## src/pkg/ougic_map.svh

```systemverilog
`ifndef OUGIC_MAP_SVH
`define OUGIC_MAP_SVH
`define OUGIC_CFG_NIB   4'h8
`define OUGIC_A_PEND    8'h80
`define OUGIC_A_SRC_LO  8'h81
`define OUGIC_A_SRC_MI  8'h82
`define OUGIC_A_SRC_HI  8'h83
`define OUGIC_A_TCMD    8'h84
`define OUGIC_A_TRSV    8'h85
`define OUGIC_A_TCNT_LO 8'h86
`define OUGIC_A_TCNT_HI 8'h87
`define OUGIC_A_EIGHTX  8'h88
`define OUGIC_A_FOURX   8'h89
`define OUGIC_A_SRST    8'h8A
`define OUGIC_A_SLEEP   8'h8B
`define OUGIC_A_REV     8'h8C
`define OUGIC_A_PARTID  8'h8D
`define OUGIC_A_BCAST   8'h8E
`define OUGIC_CH_ISR    4'h2
`define OUGIC_CH_LSR    4'h5
`define OUGIC_CH_MSR    4'h6
`define OUGIC_RST_BYTE  8'h00
`define OUGIC_ALL_CH    8'hFF
`define OUGIC_SRC_NONE  3'h0
`define OUGIC_SRC_RX    3'h1
`define OUGIC_SRC_TOUT  3'h2
`define OUGIC_SRC_TX    3'h3
`define OUGIC_SRC_MDM   3'h4
`define OUGIC_SRC_TMR   3'h7
`define OUGIC_TC_INT_ON  4'h1
`define OUGIC_TC_INT_OFF 4'h2
`define OUGIC_TC_ONESHOT 4'h3
`define OUGIC_TC_RETRIG  4'h4
`define OUGIC_TC_INTCLK  4'h5
`define OUGIC_TC_EXTCLK  4'h6
`define OUGIC_TC_START   4'h9
`define OUGIC_TC_STOP    4'hA
`define OUGIC_TC_RESET   4'hB
`endif

```

## src/pkg/ougic_pkg.sv

```systemverilog
package ougic_pkg;
  typedef logic [2:0] ougic_src_t;
  typedef logic [7:0] ougic_byte_t;
endpackage : ougic_pkg

```

## src/rtl/ougic_top.sv

```systemverilog
// Functional notes
// - Config registers decoded at 0x80 to 0x8F
// - Channel windows selected by upper address nibble
// - First eight channel registers use legacy layout
// - Global block: status, timer, sampling, sleep, reset
// - Four interrupt registers read zero after reset
// - Channel enable gates every channel source except timer and wake-up
// - Pending bit N set while channel N requests
// - Pending clears on status, line, modem reads
// - Three bytes hold 3-bit code per channel
// - Code zero when none or only wake-up
// - Code 1: receive ready or line error OR
// - Receive ready clears below trigger; errors on read
// - Code 2: receive time-out, clears like ready
// - Code 3: transmit empty, clears on status read
// - Code 4: modem change or flow character detect
// - Code 7 timer only channel 0, read clears
// - Lowest non-zero code wins priority
// - Timer and wake masked by global registers
// - Wake interrupt only after all eight slept
// - Soft reset bits reset channel, self-clear
// - Broadcast bit writes all eight channels
`timescale 1ns/100ps
`default_nettype none
`include "ougic_map.svh"
module ougic_top
  import ougic_pkg::*;
#(
  parameter logic [7:0] REV_CODE = 8'h01,
  parameter logic [7:0] PART_ID  = 8'h5A  // Arbitrary value
) (
  input  wire logic        sys_clk,
  input  wire logic        rstn,
  input  wire logic        bus_cs_n,
  input  wire logic        bus_rd_n,
  input  wire logic        bus_wr_n,
  input  wire logic [7:0]  bus_addr,
  input  wire logic [7:0]  bus_data_in,
  output logic      [7:0]  bus_data_out,
  output logic             bus_data_oe,
  output logic             irq,
  input  wire logic [7:0]  ch_rx_ready,
  input  wire logic [7:0]  ch_rx_timeout,
  input  wire logic [31:0] ch_lsr_err,
  input  wire logic [7:0]  ch_tx_empty,
  input  wire logic [7:0]  ch_modem_delta,
  input  wire logic [7:0]  ch_flow_char,
  input  wire logic [31:0] ch_int_enable,
  input  wire logic [7:0]  ch_wake,
  input  wire logic        timer_timeout,
  input  wire logic [7:0]  chan_rd_data,
  output logic      [7:0]  chan_wr_en,
  output logic      [7:0]  chan_rd_en,
  output logic      [3:0]  chan_addr,
  output logic      [7:0]  chan_wr_data,
  output logic      [7:0]  chan_soft_rst,
  output logic      [7:0]  eightx_sel,
  output logic      [7:0]  fourx_sel,
  output logic      [7:0]  sleep_en,
  output logic      [15:0] timer_count,
  output logic             timer_int_en,
  output logic             timer_oneshot,
  output logic             timer_ext_clk,
  output logic             timer_run,
  output logic             timer_restart
);

  function automatic ougic_src_t src_code(input logic rx, input logic tout,
                                          input logic tx, input logic mdm,
                                          input logic tmr);
    if (rx)        src_code = `OUGIC_SRC_RX;
    else if (tout) src_code = `OUGIC_SRC_TOUT;
    else if (tx)   src_code = `OUGIC_SRC_TX;
    else if (mdm)  src_code = `OUGIC_SRC_MDM;
    else if (tmr)  src_code = `OUGIC_SRC_TMR;
    else           src_code = `OUGIC_SRC_NONE;
  endfunction : src_code

  // Host pins are asynchronous; two flops before use
  logic [18:0] pin_s1_q;
  logic [18:0] pin_s2_q;
  logic        rd_prev_q;
  logic        wr_prev_q;
  logic        rd_act;
  logic        wr_act;
  always_ff @(posedge sys_clk) begin
    if (!rstn) begin
      pin_s1_q  <= 19'h7_0000;
      pin_s2_q  <= 19'h7_0000;
      rd_prev_q <= 1'b0;
      wr_prev_q <= 1'b0;
    end else begin
      pin_s1_q  <= {bus_cs_n, bus_rd_n, bus_wr_n, bus_addr, bus_data_in};
      pin_s2_q  <= pin_s1_q;
      rd_prev_q <= rd_act;
      wr_prev_q <= wr_act;
    end
  end

  logic [7:0] addr_s;
  logic [7:0] wdat_s;
  logic       rd_go;
  logic       wr_go;
  logic       is_cfg;
  logic [7:0] ch_hit;
  assign rd_act = !pin_s2_q[18] && !pin_s2_q[17];
  assign wr_act = !pin_s2_q[18] && !pin_s2_q[16];
  assign addr_s = pin_s2_q[15:8];
  assign wdat_s = pin_s2_q[7:0];
  // Read acts at strobe start; write acts at strobe end, data settled
  assign rd_go  = rd_act && !rd_prev_q;
  assign wr_go  = !wr_act && wr_prev_q;
  assign is_cfg = addr_s[7:4] == `OUGIC_CFG_NIB;
  assign ch_hit = addr_s[7] ? 8'h00 : 8'h01 << addr_s[6:4];

  logic [7:0] isr_rd;
  logic [7:0] lsr_rd;
  logic [7:0] msr_rd;
  logic       tcmd_rd;
  // Read side effect of one channel register offset
  function automatic ougic_byte_t ch_reg_rd(input logic go, input logic [3:0] off,
                                            input logic [7:0] a, input ougic_byte_t hit);
    ch_reg_rd = (go && a[3:0] == off) ? hit : 8'h00;
  endfunction : ch_reg_rd

  always_comb begin
    // channel offsets follow the legacy eight-register layout
    isr_rd  = ch_reg_rd(rd_go, `OUGIC_CH_ISR, addr_s, ch_hit);
    lsr_rd  = ch_reg_rd(rd_go, `OUGIC_CH_LSR, addr_s, ch_hit);
    msr_rd  = ch_reg_rd(rd_go, `OUGIC_CH_MSR, addr_s, ch_hit);
    tcmd_rd = rd_go && addr_s == `OUGIC_A_TCMD;
  end

  // Global configuration registers
  logic [7:0] bcast_q;
  always_ff @(posedge sys_clk) begin
    if (!rstn) begin
      eightx_sel  <= `OUGIC_RST_BYTE;
      fourx_sel   <= `OUGIC_RST_BYTE;
      sleep_en    <= `OUGIC_RST_BYTE;
      timer_count <= {`OUGIC_RST_BYTE, `OUGIC_RST_BYTE};
      bcast_q     <= `OUGIC_RST_BYTE;
    end else if (wr_go) begin
      case (addr_s)
        `OUGIC_A_EIGHTX:  eightx_sel <= wdat_s;
        `OUGIC_A_FOURX:   fourx_sel <= wdat_s;
        `OUGIC_A_SLEEP:   sleep_en <= wdat_s;
        `OUGIC_A_TCNT_LO: timer_count[7:0] <= wdat_s;
        `OUGIC_A_TCNT_HI: timer_count[15:8] <= wdat_s;
        `OUGIC_A_BCAST:   bcast_q <= {7'h00, wdat_s[0]};
        default: ;
      endcase
    end
  end

  // Timer commands are self-clearing; only their effects are held
  always_ff @(posedge sys_clk) begin
    if (!rstn) begin
      timer_int_en  <= 1'b0;
      timer_oneshot <= 1'b0;
      timer_ext_clk <= 1'b0;
      timer_run     <= 1'b0;
      timer_restart <= 1'b0;
    end else begin
      timer_restart <= 1'b0;
      if (wr_go && addr_s == `OUGIC_A_TCMD) begin
        case (wdat_s[3:0])
          `OUGIC_TC_INT_ON:  timer_int_en <= 1'b1;
          `OUGIC_TC_INT_OFF: timer_int_en <= 1'b0;
          `OUGIC_TC_ONESHOT: timer_oneshot <= 1'b1;
          `OUGIC_TC_RETRIG:  timer_oneshot <= 1'b0;
          `OUGIC_TC_INTCLK:  timer_ext_clk <= 1'b0;
          `OUGIC_TC_EXTCLK:  timer_ext_clk <= 1'b1;
          `OUGIC_TC_START:   timer_run <= 1'b1;
          `OUGIC_TC_STOP:    timer_run <= 1'b0;
          `OUGIC_TC_RESET:   timer_restart <= 1'b1;
          default: ;
        endcase
      end
    end
  end

  // Channel access strobes and soft reset
  always_ff @(posedge sys_clk) begin
    if (!rstn) begin
      chan_wr_en    <= 8'h00;
      chan_rd_en    <= 8'h00;
      chan_addr     <= 4'h0;
      chan_wr_data  <= 8'h00;
      chan_soft_rst <= 8'h00;
    end else begin
      chan_addr    <= addr_s[3:0];
      chan_wr_data <= wdat_s;
      chan_rd_en   <= rd_go ? ch_hit : 8'h00;
      if (wr_go && !addr_s[7])
        chan_wr_en <= bcast_q[0] ? `OUGIC_ALL_CH : ch_hit;
      else
        chan_wr_en <= 8'h00;
      // One-cycle pulse per written one
      chan_soft_rst <= (wr_go && addr_s == `OUGIC_A_SRST) ? wdat_s : 8'h00;
    end
  end

  // Sleep tracking for the wake-up indication
  logic       all_slept_q;
  logic [7:0] wake_q;
  logic [7:0] pend_c;
  always_ff @(posedge sys_clk) begin
    if (!rstn)
      all_slept_q <= 1'b0;
    // Leaving full sleep disarms the wake-up, so a later wake stays quiet
    else if (|ch_wake || sleep_en != `OUGIC_ALL_CH)
      all_slept_q <= 1'b0;
    else if (sleep_en == `OUGIC_ALL_CH && pend_c == 8'h00)
      all_slept_q <= 1'b1;
  end

  logic       tmr_q;
  logic [7:0] lerr_q;
  logic [7:0] tx_q;
  logic [7:0] mdm_q;
  logic [7:0] flow_q;
  logic [7:0] tx_prev_q;
  logic [7:0] mdm_prev_q;
  logic [7:0] flow_prev_q;
  logic [7:0] lerr_prev_q;
  logic [7:0] lerr_in;
  logic [23:0] src_c;

  always_ff @(posedge sys_clk) begin
    if (!rstn)
      tmr_q <= 1'b0;
    else if (timer_timeout && timer_int_en)
      tmr_q <= 1'b1;
    else if (tcmd_rd || chan_soft_rst[0])
      tmr_q <= 1'b0;
  end

  always_ff @(posedge sys_clk) begin
    if (!rstn) begin
      tx_prev_q   <= 8'h00;
      mdm_prev_q  <= 8'h00;
      flow_prev_q <= 8'h00;
      lerr_prev_q <= 8'h00;
    end else begin
      tx_prev_q   <= ch_tx_empty;
      mdm_prev_q  <= ch_modem_delta;
      flow_prev_q <= ch_flow_char;
      lerr_prev_q <= lerr_in;
    end
  end

  genvar gi;
  generate
    for (gi = 0; gi < 8; gi++) begin : g_ch
      logic [3:0] ien;
      logic       rx_src;
      logic       to_src;
      assign ien     = ch_int_enable[4*gi +: 4];
      assign lerr_in[gi] = |ch_lsr_err[4*gi +: 4];
      // Level sources follow the FIFO level
      assign rx_src  = ien[0] && ch_rx_ready[gi];
      assign to_src  = ien[0] && ch_rx_timeout[gi];

      // Sticky sources: set wins over a clear in the same cycle
      always_ff @(posedge sys_clk) begin
        if (!rstn || chan_soft_rst[gi]) begin
          lerr_q[gi] <= 1'b0;
          tx_q[gi]   <= 1'b0;
          mdm_q[gi]  <= 1'b0;
          flow_q[gi] <= 1'b0;
          wake_q[gi] <= 1'b0;
        end else begin
          if (ien[2] && lerr_in[gi] && !lerr_prev_q[gi])
            lerr_q[gi] <= 1'b1;
          else if (lsr_rd[gi])
            lerr_q[gi] <= 1'b0;
          if (ien[1] && ch_tx_empty[gi] && !tx_prev_q[gi])
            tx_q[gi] <= 1'b1;
          else if (isr_rd[gi])
            tx_q[gi] <= 1'b0;
          if (ien[3] && ch_modem_delta[gi] && !mdm_prev_q[gi])
            mdm_q[gi] <= 1'b1;
          else if (msr_rd[gi])
            mdm_q[gi] <= 1'b0;
          if (ien[3] && ch_flow_char[gi] && !flow_prev_q[gi])
            flow_q[gi] <= 1'b1;
          else if (isr_rd[gi])
            flow_q[gi] <= 1'b0;
          if (all_slept_q && ch_wake[gi] && sleep_en[gi])
            wake_q[gi] <= 1'b1;
          else if (isr_rd[gi])
            wake_q[gi] <= 1'b0;
        end
      end

      assign src_c[3*gi +: 3] = src_code(rx_src || lerr_q[gi], to_src,
                                         tx_q[gi], mdm_q[gi] || flow_q[gi],
                                         gi == 0 && tmr_q);
      // Wake-up alone still requests service, with code zero
      assign pend_c[gi] = (src_c[3*gi +: 3] != `OUGIC_SRC_NONE) || wake_q[gi];
    end
  endgenerate

  always_ff @(posedge sys_clk) begin
    if (!rstn)
      irq <= 1'b0;
    else
      irq <= |pend_c;
  end

  // Channel data is taken a cycle late, once chan_addr carries the new offset
  logic rd_chan_q;
  always_ff @(posedge sys_clk) begin
    if (!rstn)
      rd_chan_q <= 1'b0;
    else
      rd_chan_q <= rd_go && !is_cfg;
  end

  // Read data is captured near strobe start and held through the strobe
  always_ff @(posedge sys_clk) begin
    if (!rstn) begin
      bus_data_out <= 8'h00;
      bus_data_oe  <= 1'b0;
    end else begin
      bus_data_oe <= rd_act;
      if (rd_chan_q) begin
        bus_data_out <= chan_rd_data;
      end else begin
        if (rd_go && is_cfg) begin
          case (addr_s)
            `OUGIC_A_PEND:    bus_data_out <= pend_c;
            `OUGIC_A_SRC_LO:  bus_data_out <= src_c[7:0];
            `OUGIC_A_SRC_MI:  bus_data_out <= src_c[15:8];
            `OUGIC_A_SRC_HI:  bus_data_out <= src_c[23:16];
            `OUGIC_A_TCMD:    bus_data_out <= {7'h00, tmr_q};
            `OUGIC_A_TCNT_LO: bus_data_out <= timer_count[7:0];
            `OUGIC_A_TCNT_HI: bus_data_out <= timer_count[15:8];
            `OUGIC_A_EIGHTX:  bus_data_out <= eightx_sel;
            `OUGIC_A_FOURX:   bus_data_out <= fourx_sel;
            `OUGIC_A_SLEEP:   bus_data_out <= sleep_en;
            `OUGIC_A_REV:     bus_data_out <= REV_CODE;
            `OUGIC_A_PARTID:  bus_data_out <= PART_ID;
            `OUGIC_A_BCAST:   bus_data_out <= bcast_q;
            default:          bus_data_out <= 8'h00;
          endcase
        end
      end
    end
  end

endmodule : ougic_top
`default_nettype wire

```

## config.mk

```make
export PLATFORM = sky130hd
export DESIGN_NAME = ougic_top
export DESIGN_NICKNAME = d
export VERILOG_FILES = /design/src/pkg/ougic_pkg.sv /design/src/rtl/ougic_top.sv
export VERILOG_INCLUDE_DIRS = /design/src /design/src/pkg
export SDC_FILE = /design/constraint.sdc
export NUM_CORES = 1
export LEC_CHECK = 0
export ABC_CLOCK_PERIOD_IN_PS = 2700
export BUFFER_PORTS_ARGS = -buffer_cell sky130_fd_sc_hd__buf_2
export CAP_MARGIN = 20
export CORE_UTILIZATION = 50
export CTS_BUF_LIST = sky130_fd_sc_hd__clkbuf_4
export DETAILED_ROUTE_END_ITERATION = 8
export GPL_ROUTABILITY_DRIVEN = 0
export PLACE_DENSITY = 0.82
export SYNTH_ARGS = -nofsm -noshare
export SYNTH_HDL_FRONTEND = slang
export SYNTH_SLANG_ARGS = --single-unit
```

## constraint.sdc

```tcl
create_clock -name sys_clk -period 2.7 [get_ports sys_clk]
set_clock_uncertainty 0.2 [all_clocks]
set_input_delay 0.135 -clock sys_clk [delete_from_list [all_inputs] [get_ports sys_clk]]
set_output_delay 0.135 -clock sys_clk [all_outputs]
set_load 0.01 [all_outputs]
```

=== Word level (Yosys, flattened, before mapping) ===
Cells that the tools add are included.

* Equal/unequal tests: 29
* Shifts and indexed selects: 1
* Muxes and demuxes: 112
* Bitwise gates (word level): 1
* Reductions and logical operators: 265

{| class="wikitable"
|+ Operators by type and width
! cell !! count
|-
| $eq A8 B8 Y1 const B || 15
|-
| $logic_and A1 B1 Y1 || 111
|-
| $pmux W8 S13 || 1
|-
| $mux W3 || 33
|-
| $reduce_bool A2 Y1 || 46
|-
| $mux W1 || 67
|-
| $mux W8 || 7
|-
| $logic_not A1 Y1 || 40
|-
| $logic_or A1 B1 Y1 || 34
|-
| $reduce_or A4 Y1 || 8
|-
| $reduce_and A2 Y1 || 14
|-
| $reduce_bool A3 Y1 || 8
|-
| $eq A4 B3 Y1 const B || 5
|-
| $eq A4 B4 Y1 const B || 4
|-
| $reduce_or A8 Y1 || 2
|-
| $eq A4 B2 Y1 const B || 3
|-
| $logic_not A8 Y1 || 1
|-
| $ne A8 B8 Y1 const B || 1
|-
| $pmux W1 S2 || 4
|-
| $shl A1 B3 Y8 const A || 1
|-
| $eq A4 B1 Y1 const B || 1
|-
| $reduce_or A2 Y1 || 1
|-
| $not A1 Y1 || 1
|}

* Bits in registers: 206
* Input bits: 142
* Output and inout bits: 91
* Word-level logic and storage cells: 477

=== Logic depth before layout (Yosys ltp) ===
Gate-level depths: netlist of the first run.

* Depth after elaboration: 10
* Depth in mapped cells: 7
* Mapped depth without buffers: 5

=== Worst setup path before layout of the first run ===
OpenSTA, ideal clock, no wires.

* Path kind: register -> register
* Start: register pin_s2_q[13]
* End: register bus_data_out[0]
* Library setup time: 0.061 ns
* Arrival: 1.816 ns
* Data required time: 2.439 ns
* Slack: 0.623 ns
* Stages on the path, launching flop included: 6
* Buffers on the path: 0
* Clock period less this slack: 2.077 ns
* Cells stage by stage: dfxtp_1 or4b_1 or2_4 or3_4 a31o_1 nand3_2

* Word-level cells in the longest chain between the ends: 4
* Elaborated cells between the ends (all ways): 19
* Classes of those cells: 14 x eq/ne; 3 x mux; 2 x reduce/logical

{| class="wikitable"
|+ Ends and longest elaborated chain
! element !! line !! RTL
|-
| from (decl) || ougic_top.sv:81 || <nowiki>logic [18:0] pin_s2_q;</nowiki>
|-
| from (signal assigned) || ougic_top.sv:94 || <nowiki>pin_s2_q <= pin_s1_q;</nowiki>
|-
| $eq A8 B8 Y1 || ougic_top.sv:332 || <nowiki>case (addr_s)</nowiki>
|-
| $pmux W8 S13 || ougic_top.sv:332 ||
|-
| $mux W8 || ougic_top.sv:331 || <nowiki>if (rd_go && is_cfg) begin</nowiki>
|-
| $mux W8 || ougic_top.sv:328 || <nowiki>if (rd_chan_q) begin</nowiki>
|-
| to (signal assigned) || ougic_top.sv:329 || <nowiki>bus_data_out <= chan_rd_data;</nowiki>
|-
| to (signal assigned) || ougic_top.sv:333 || <nowiki>`OUGIC_A_PEND: bus_data_out <= pend_c;</nowiki>
|-
| to (signal assigned) || ougic_top.sv:334 || <nowiki>`OUGIC_A_SRC_LO: bus_data_out <= src_c[7:0];</nowiki>
|-
| to (decl) || ougic_top.sv:39 || <nowiki>output logic [7:0] bus_data_out,</nowiki>
|}

Several ways; a longest one is shown, not always the timed one. The select of a mux whose other input is x is not followed.
A chain may end at the register's enable or synchronous reset.

=== Final worst setup path of the first run ===
* Start: register pin_s2_q[18]
* End: register bus_data_out[5]

* Word-level cells in the longest chain between the ends: 5

{| class="wikitable"
|+ Ends and longest elaborated chain
! element !! line !! RTL
|-
| $logic_not A1 Y1 || ougic_top.sv:106 || <nowiki>assign rd_act = !pin_s2_q[18] && !pin_s2_q[17];</nowiki>
|-
| $logic_and A1 B1 Y1 || ougic_top.sv:106 ||
|-
| $logic_and A1 B1 Y1 || ougic_top.sv:111 || <nowiki>assign rd_go = rd_act && !rd_prev_q;</nowiki>
|-
| $logic_and A1 B1 Y1 || ougic_top.sv:331 ||
|-
| $reduce_bool A2 Y1 (no line) || -- ||
|-
| to (signal assigned) || ougic_top.sv:333 ||
|-
| to (signal assigned) || ougic_top.sv:334 ||
|-
| to (signal assigned) || ougic_top.sv:335 || <nowiki>`OUGIC_A_SRC_MI: bus_data_out <= src_c[15:8];</nowiki>
|}

No other way between the ends.

==> run summary, run 1 <==
top-count cell post-synth: dfxtp_1
Pwr per Cell Area: 525 nW/µm²
Inserted Clock Buffers: 50
vias in the first global route: 8835
HP Start: bus_addr[3]
r2r worst-path depth: 6
Yosys top cell area share: 51.2%
Port Buffer Count: 232
Slew Limit Fails: 0
post-route ant nets: 0
cell total after placement: 1278
Worst Max-Slew Pin Slew: 1.09 ns
Post-synth top cells: dfxtp_1, and2_1, nor2_1
row cnt: 46
design area: 12000 µm²
total grt overflow: 0
overall routed net length: 30200 µm
Clock Tree Root: clkbuf_4
# setup viols final: 0
Max Buffers Root-to-Sink: 3
CORE AREA: 15800 µm²
largest net degree at the start of global routing: 45
Seq/Total Area, Yosys: 51.2%
I/O pins: 233
fill cell count: 1090
worst hold endpoint: pin_s1_q[11]
slew margin rel.: 26.9%
R2R setup slack: 0.06 ns
Die Y: 129 µm
max-cap check violation count: 0
clk slew on worst S/H paths: 0.06 ns
Critical Path RT: 3.07 ns
Initial DRC Count: 832
CP max FO: 5
Crit. End Element: flop
drc violations: 0
initial antenna violation count: 2
die width: 129 µm
hold crit path type: input port to flop
fin nets: 1444
Skew-Pair Late Insertion Delay: 0.68 ns
Setup CP Type: flop to flop
Tmin final: 2.64 ns
Synth Cell Area: 8050 µm²
asr flop ratio synth: 0%
H-tree depth: 2
Post-Syn Nets: 987
worst vdd ir: 398 µV
post-synth cell types: 70
top cells by area, synth: dfxtp_1, and2_1, mux2i_1
#FFs+latches synth: 206
Final HPWL DP: 18800 µm
CP Launch Type: flop
DIE AREA: 16600 µm²
Pwr Total: 0.00628 W
r2r startpoint: pin_s2_q[18]
RSZ-0062 raised after global routing: false
Tcrit/Tclk final: 97.9%
Post-DP Area: 9490 µm²
leakage power figure: 5.02 nW
Yosys warning count: 0
leading area contributor after synthesis: dfxtp_1
Top FF cell, synth: dfxtp_1
Fin. Hold Viols: 0
arrival time at the worst endpoint: 3.01 ns
status: finished, final reports clean
# clock sinks: 206
First-pass DRT Iterations: 6
share of layout cells above drive strength 1: 26.1%
EDFF count, synth: 0
global-route wire length before repair: 46300 µm
Synth Instances: 845
Vias: 8639
Top Registers: pin_s1_q x19, pin_s2_q x19, timer_count x16
Critical R2R Capture: bus_data_out[5]
synthesis-to-finish area growth: 48.6%
Global Route Usage Sum: 36.4%
Initial Util: 51.0%
Via density: 5.58
TritonCTS clock tree: done
Synth Area per Inst: 9.53 µm²
Post-Route Setup TNS: 0 ns
worst hold stages: 3
Final Non-Filler Cells: 1548
FMAX: 378 MHz
post-DR wirelength/cell: 19.5 µm
-- kinds of logic after synthesis --
group	after synthesis	synth area share (%)
buffers and inverters	44	2.21
flip-flops	206	51.2
AND/OR/NAND/NOR	335	23.8
multiplexers	52	6.50
AO/OA/AOI/OAI	208	16.3
-- placed cells by master, fill, tap and decap left out, types with 3 or more instances in the layout --
master         synthesis  routed
a22o_1                 5       5
inv_1                  7       7
dlygate4sd3_1          0     188
mux2i_1               50      50
buf_2                  4     232
clkinv_2               0       3
clkinv_1               0       7
nand3b_1              36      36
nand3_1               21      21
nand4_1                6       6
o2bb2ai_1              3       3
dfxtp_1              206     204
nand2b_1              19      19
and2_1                80      80
or4_1                  9       9
a21oi_1               60      60
o221ai_1               3       3
nor3_1                16      16
o21ai_0               63      63
a21o_1                 8       8
o2111ai_1              4       4
buf_4                  2      21
nor2b_1                8       8
a31oi_1                6       6
o32ai_1                4       4
o211ai_1               5       5
a311oi_1               3       3
clkbuf_4               0      69
nand2_1               32      32
a22oi_1                8       8
nor2_1                79      79
a21boi_0               9       9
nor4_1                 6       6
-- routing by layer --
layer	global-route usage (%)	share of wire [%]	vias up
met5	0	0.043	-
met3	10.3	10	134
met2	62.2	48	533
li1	-	-	3974
met4	20.6	4.9	2
met1	40.9	37	3996
-- how the worst max path moves through the flow --
stage               cells past startpoint          from              end
global placement                        5  pin_s2_q[13]  bus_data_out[3]
global route                            6  pin_s2_q[18]  bus_data_out[5]
finish                                  6  pin_s2_q[18]  bus_data_out[5]
floorplan                               5  pin_s2_q[13]  bus_data_out[0]
CTS                                     6  pin_s2_q[13]  bus_data_out[5]
detailed placement                      5  pin_s2_q[13]  bus_data_out[3]
-- stage by stage --
stage	hold WS (ns)	worst slack, ns	utilization [%]
4_1_cts	0.00481	0.0311	75.7
5_1_grt	0.00330	0.00716	75.8
3_5_place_dp	0.120	0.474	60.2
2_1_floorplan	0.0365	0.623	-
6_report	0.0439	0.0571	75.8
3_3_place_gp	0.119	0.518	60.2
-- power by group --
part / switching, W / total (W) / internal, W
combinational: 0.000307 / 0.000692 / 0.000385
clock: 0.00121 / 0.00239 / 0.00117
sequential: 0.0000718 / 0.00320 / 0.00313
total: 0.00159 / 0.00628 / 0.00469
-- timing repair --
item | 4_1_cts | 5_1_grt
setup buffers | 0 | 0
setup endpoints to repair | 0 | 1
gates resized for setup | 0 | 4
hold buffers | 188 | 0
hold endpoints to repair | 138 | 0
-- critical path, stage by stage, from the launching register on --
cell and delay, ns:
dfxtp_1 0.33, or4b_1 0.66, or2_4 0.30, nor3_4 0.23
a32oi_1 0.15, dlygate4sd3_1 0.60, o21ai_1 0.08
-- final cells by class --
type	instances	area, µm²	share of cell area, %
Clock inverter	12	52.6	0.439
Antenna cell	1	2.50	0.0209
Multi-Input combinational cell	595	3760	31.4
Clock buffer	69	518	4.33
Sequential cell	206	4130	34.5
Tap cell	216	270	2.26
Inverter	8	30.0	0.251
Timing Repair Buffer	441	3200	26.8
Note: power is estimated with default switching activity, not from simulation.
==> inputs of run 2 (changes only) <==
--- a/config.mk
+++ b/config.mk
@@ -6,9 +6,11 @@
 export SDC_FILE = /design/constraint.sdc
 export NUM_CORES = 1
 export LEC_CHECK = 0
+export ABC_AREA = 1
 export ABC_CLOCK_PERIOD_IN_PS = 2700
 export BUFFER_PORTS_ARGS = -buffer_cell sky130_fd_sc_hd__buf_2
 export CAP_MARGIN = 20
+export CORE_MARGIN = 2
 export CORE_UTILIZATION = 50
 export CTS_BUF_LIST = sky130_fd_sc_hd__clkbuf_4
 export DETAILED_ROUTE_END_ITERATION = 8
==> run 2 against run 1 <==
  * The flow now finishes with violations (design-rule violations)
  * First-iteration DRC count increased by 29%
  * Global-route usage increased by 0.22 points
  * Count of clock-buffer cells in the layout increased by 6
  * Sequential share of layout area decreased by 0.73 points
  * Setup slack improved by 0.082 ns
  * Clock power increased by 9.6%
  * Synthesized cell count increased by 32%
  * Critical path type unchanged
  * Largest cell class unchanged
  * Highest routed layer is now met4
==> run summary, run 2 <==
Tmin final: 2.56 ns (was 2.64 ns)
status: complete, but fails checks (was finished, final reports clean)
Die Y: 132 µm (was 129 µm)
FMAX: 391 MHz (was 378 MHz)
EDFF count, synth: 0 (unchanged)
Top FF cell, synth: dfxtp_1 (unchanged)
top cells by area, synth: dfxtp_1, nand2_1, inv_1 (was dfxtp_1, and2_1, mux2i_1)
global route hottest layer: met2 (unchanged)
leakage power figure: 5.84 nW (was 5.02 nW)
post-synth cell types: 30 (was 70)
total grt overflow: 0 (unchanged)
top-count cell post-synth: nand2_1 (was dfxtp_1)
worst hold slack: 0.0466 ns (was 0.0439 ns)
# setup viols final: 0 (unchanged)
fin nets: 1714 (was 1444)
#FFs+latches synth: 206 (unchanged)
slew margin rel.: 50.9% (was 26.9%)
met2 usage: 64.6% (was 62.2%)
Clock Tree Root: clkbuf_4 (unchanged)
Yosys top cell area share: 50.1% (was 51.2%)
CP max stage cell: dlygate4sd3_1 (was or4b_1)
met1 Use GR: 39.8% (was 40.9%)
Top Registers: pin_s1_q x19, pin_s2_q x19, timer_count x16 (unchanged)
drc violations: 3 (was 0)
Setup CP Type: flop to flop (unchanged)
delay-heaviest family, CP: simple AND/OR/NAND/NOR gates (unchanged)
vias in the first global route: 10107 (was 8835)
WP buf/inv: 1 (unchanged)
hold crit path type: input port to flop (unchanged)
synthesis-to-finish area growth: 48.4% (was 48.6%)
Global Route Usage Sum: 36.6% (was 36.4%)
CP Launch Type: flop (unchanged)
I/O pins: 233 (unchanged)
arrival time at the worst endpoint: 2.94 ns (was 3.01 ns)
Final HPWL DP: 19200 µm (was 18800 µm)
Crit. End Element: flop (unchanged)
Post-Syn Nets: 1258 (was 987)
row cnt: 46 (unchanged)
commonest non-fill, non-tap cell in the layout: nand2_1 (was buf_2)
CP most frequent cell: nand2_1
Inserted Clock Buffers: 51 (was 50)
Yosys warning count: 0 (unchanged)
Core Util, Final: 76.3% (was 75.8%)
CP max FO: 6 (was 5)
worst stage delay on the critical path: 0.55 ns (was 0.66 ns)
Seq/Total Area, Yosys: 50.1% (was 51.2%)
post-route ant nets: 0 (unchanged)
Worst Max-Slew Pin Slew: 0.736 ns (was 1.09 ns)
CORE AREA: 16000 µm² (was 15800 µm²)
worst vdd ir: 364 µV (was 398 µV)
# clock sinks: 206 (unchanged)
Synth Cell Area: 8230 µm² (was 8050 µm²)
Post-synth top cells: nand2_1, dfxtp_1, inv_1 (was dfxtp_1, and2_1, nor2_1)
Synth Instances: 1116 (was 845)
met3 usage: 10.6% (was 10.3%)
Tcrit/Tclk final: 94.8% (was 97.9%)
DIE AREA: 17500 µm² (was 16600 µm²)
worst path cell trace: nand2_1 -> nor2_4 -> nand2_1 -> o21ai_0 -> nor2_1 -> nand3_1 -> nand2_1 -> a21oi_1 -> dlygate4sd3_1 (was or4b_1 -> or2_4 -> nor3_4 -> a32oi_1 -> dlygate4sd3_1 -> o21ai_1)
max-cap check violation count: 0 (unchanged)
First-pass DRT Iterations: 9 (was 6)
Initial DRC Count: 1074 (was 832)
Pwr per Cell Area: 535 nW/µm² (was 525 nW/µm²)
fill cell count: 1039 (was 1090)
Vias: 9763 (was 8639)
Synth Area per Inst: 7.37 µm² (was 9.53 µm²)
asr flop ratio synth: 0% (unchanged)
post-DR wirelength/cell: 17.9 µm (was 19.5 µm)
Critical Path RT: 3.08 ns (was 3.07 ns)
Fin. Hold Viols: 0 (unchanged)
overall routed net length: 32700 µm (was 30200 µm)
most frequent cells in the layout: nand2_1, buf_2, dfxtp_1 (was buf_2, dfxtp_1, dlygate4sd3_1)
Port Buffer Count: 232 (unchanged)
die width: 132 µm (was 129 µm)
leading area contributor after synthesis: dfxtp_1 (unchanged)
global-route wire length before repair: 50900 µm (was 46300 µm)
Post-DP Area: 9600 µm² (was 9490 µm²)
TritonCTS clock tree: done (unchanged)
initial antenna violation count: 1 (was 2)
Via density: 5.35 (was 5.58)
largest net degree at the start of global routing: 73 (was 45)
share of layout cells above drive strength 1: 23.9% (was 26.1%)
Initial Util: 51.4% (was 51.0%)
clk slew on worst S/H paths: 0.06 ns (about the same)
H-tree depth: 2 (unchanged)
Max Buffers Root-to-Sink: 3 (unchanged)
Slew Limit Fails: 0 (unchanged)
Skew-Pair Late Insertion Delay: 0.67 ns (was 0.68 ns)
violated checks: design-rule violations
design area: 12200 µm² (was 12000 µm²)
run 2: changes by cell type in the layout (fill, tap and decap cells not counted), sizes merged, moves of 19 or more:
cell / before / now
mux2i: 50 / 0
nor2: 83 / 110
a21oi: 60 / 105
nand2b: 19 / 0
and2: 80 / 0
nand2: 32 / 257
nand3: 23 / 67
inv: 9 / 176
run 2: kinds of logic (layout without fill, tap and decap cells):
| logic type | after synthesis | in the layout | share of synthesized area (%) |
|---|---|---|---|
| AOI/OAI and AO/OA | 184 | 184 | 11.5 |
| other | 0 | 2 | 0 |
| DFF | 206 | 206 | 50.1 |
| and+or+nand+nor | 521 | 522 | 28.8 |
| buffers and inverters | 205 | 696 | 9.55 |
run 2: what timing repair did:
| item | 4_1_cts | 5_1_grt |
|---|---|---|
| setup endpoints to repair | 0 | 6 |
| setup buffers | 0 | 6 |
| hold buffers | 184 | 0 |
| hold endpoints to repair | 166 | 0 |
| resized for setup | 0 | 16 |
run 2: where the power goes:
group	internal (W)	total, W	switching [W]
Combinational	0.000363	0.000718	0.000355
Sequential	0.00313	0.00319	0.0000636
Clock	0.00136	0.00262	0.00126
Total	0.00486	0.00654	0.00168
run 2: layout make-up:
class,count,area [µm²],area share [%]
diodes,2,5.00,0.0410
clock buffers,75,563,4.61
clock inverters,14,78.8,0.645
inverters,176,661,5.41
multi-input cells,706,3390,27.8
flip-flops and latches,206,4130,33.8
well taps,216,270,2.21
repair buffers,431,3120,25.5
run 2: path summary, 6_finish.rpt:
| check | slack [ns] | depth (start not counted) | endpoint | from |
|---|---|---|---|---|
| worst max-delay path | 0.14 | 9 | bus_data_out[2] | pin_s2_q[8] |
| worst min-delay path | 0.05 | 8 | bus_data_out[3] | ch_rx_timeout[1] |
| worst max register to register | 0.14 | 9 | bus_data_out[2] | pin_s2_q[8] |
| worst min register to register | 0.22 | 2 | pin_s2_q[1] | pin_s1_q[1] |
run 2: worst reg2reg max path, stage by stage (launching register included):
cell,delay (ns)
dfxtp_1,0.46
nand2_1,0.24
nor2_4,0.22
nand2_1,0.19
o21ai_0,0.29
nor2_1,0.10
nand3_1,0.10
nand2_1,0.05
a21oi_1,0.11
dlygate4sd3_1,0.55
run 2: routing by layer:
layer | wire, µm | part of all wire, %
met5 | 0 | 0
met4 | 1820 | 5.6
met3 | 3870 | 12
met2 | 15700 | 48
met1 | 11300 | 34
run 2: through the flow:
step / cells / TNS, ns / worst slack, ns / power, W
after floorplan: 1116 / 0 / 1.03 / 0.00350
after global placement: 1544 / 0 / 0.643 / 0.00370
after detailed placement: 1544 / 0 / 0.564 / 0.00371
after CTS: 1817 / 0 / 0.0278 / 0.00643
after global routing: 1825 / -0.0536 / -0.0291 / 0.00678
final: 1826 / 0 / 0.139 / 0.00654
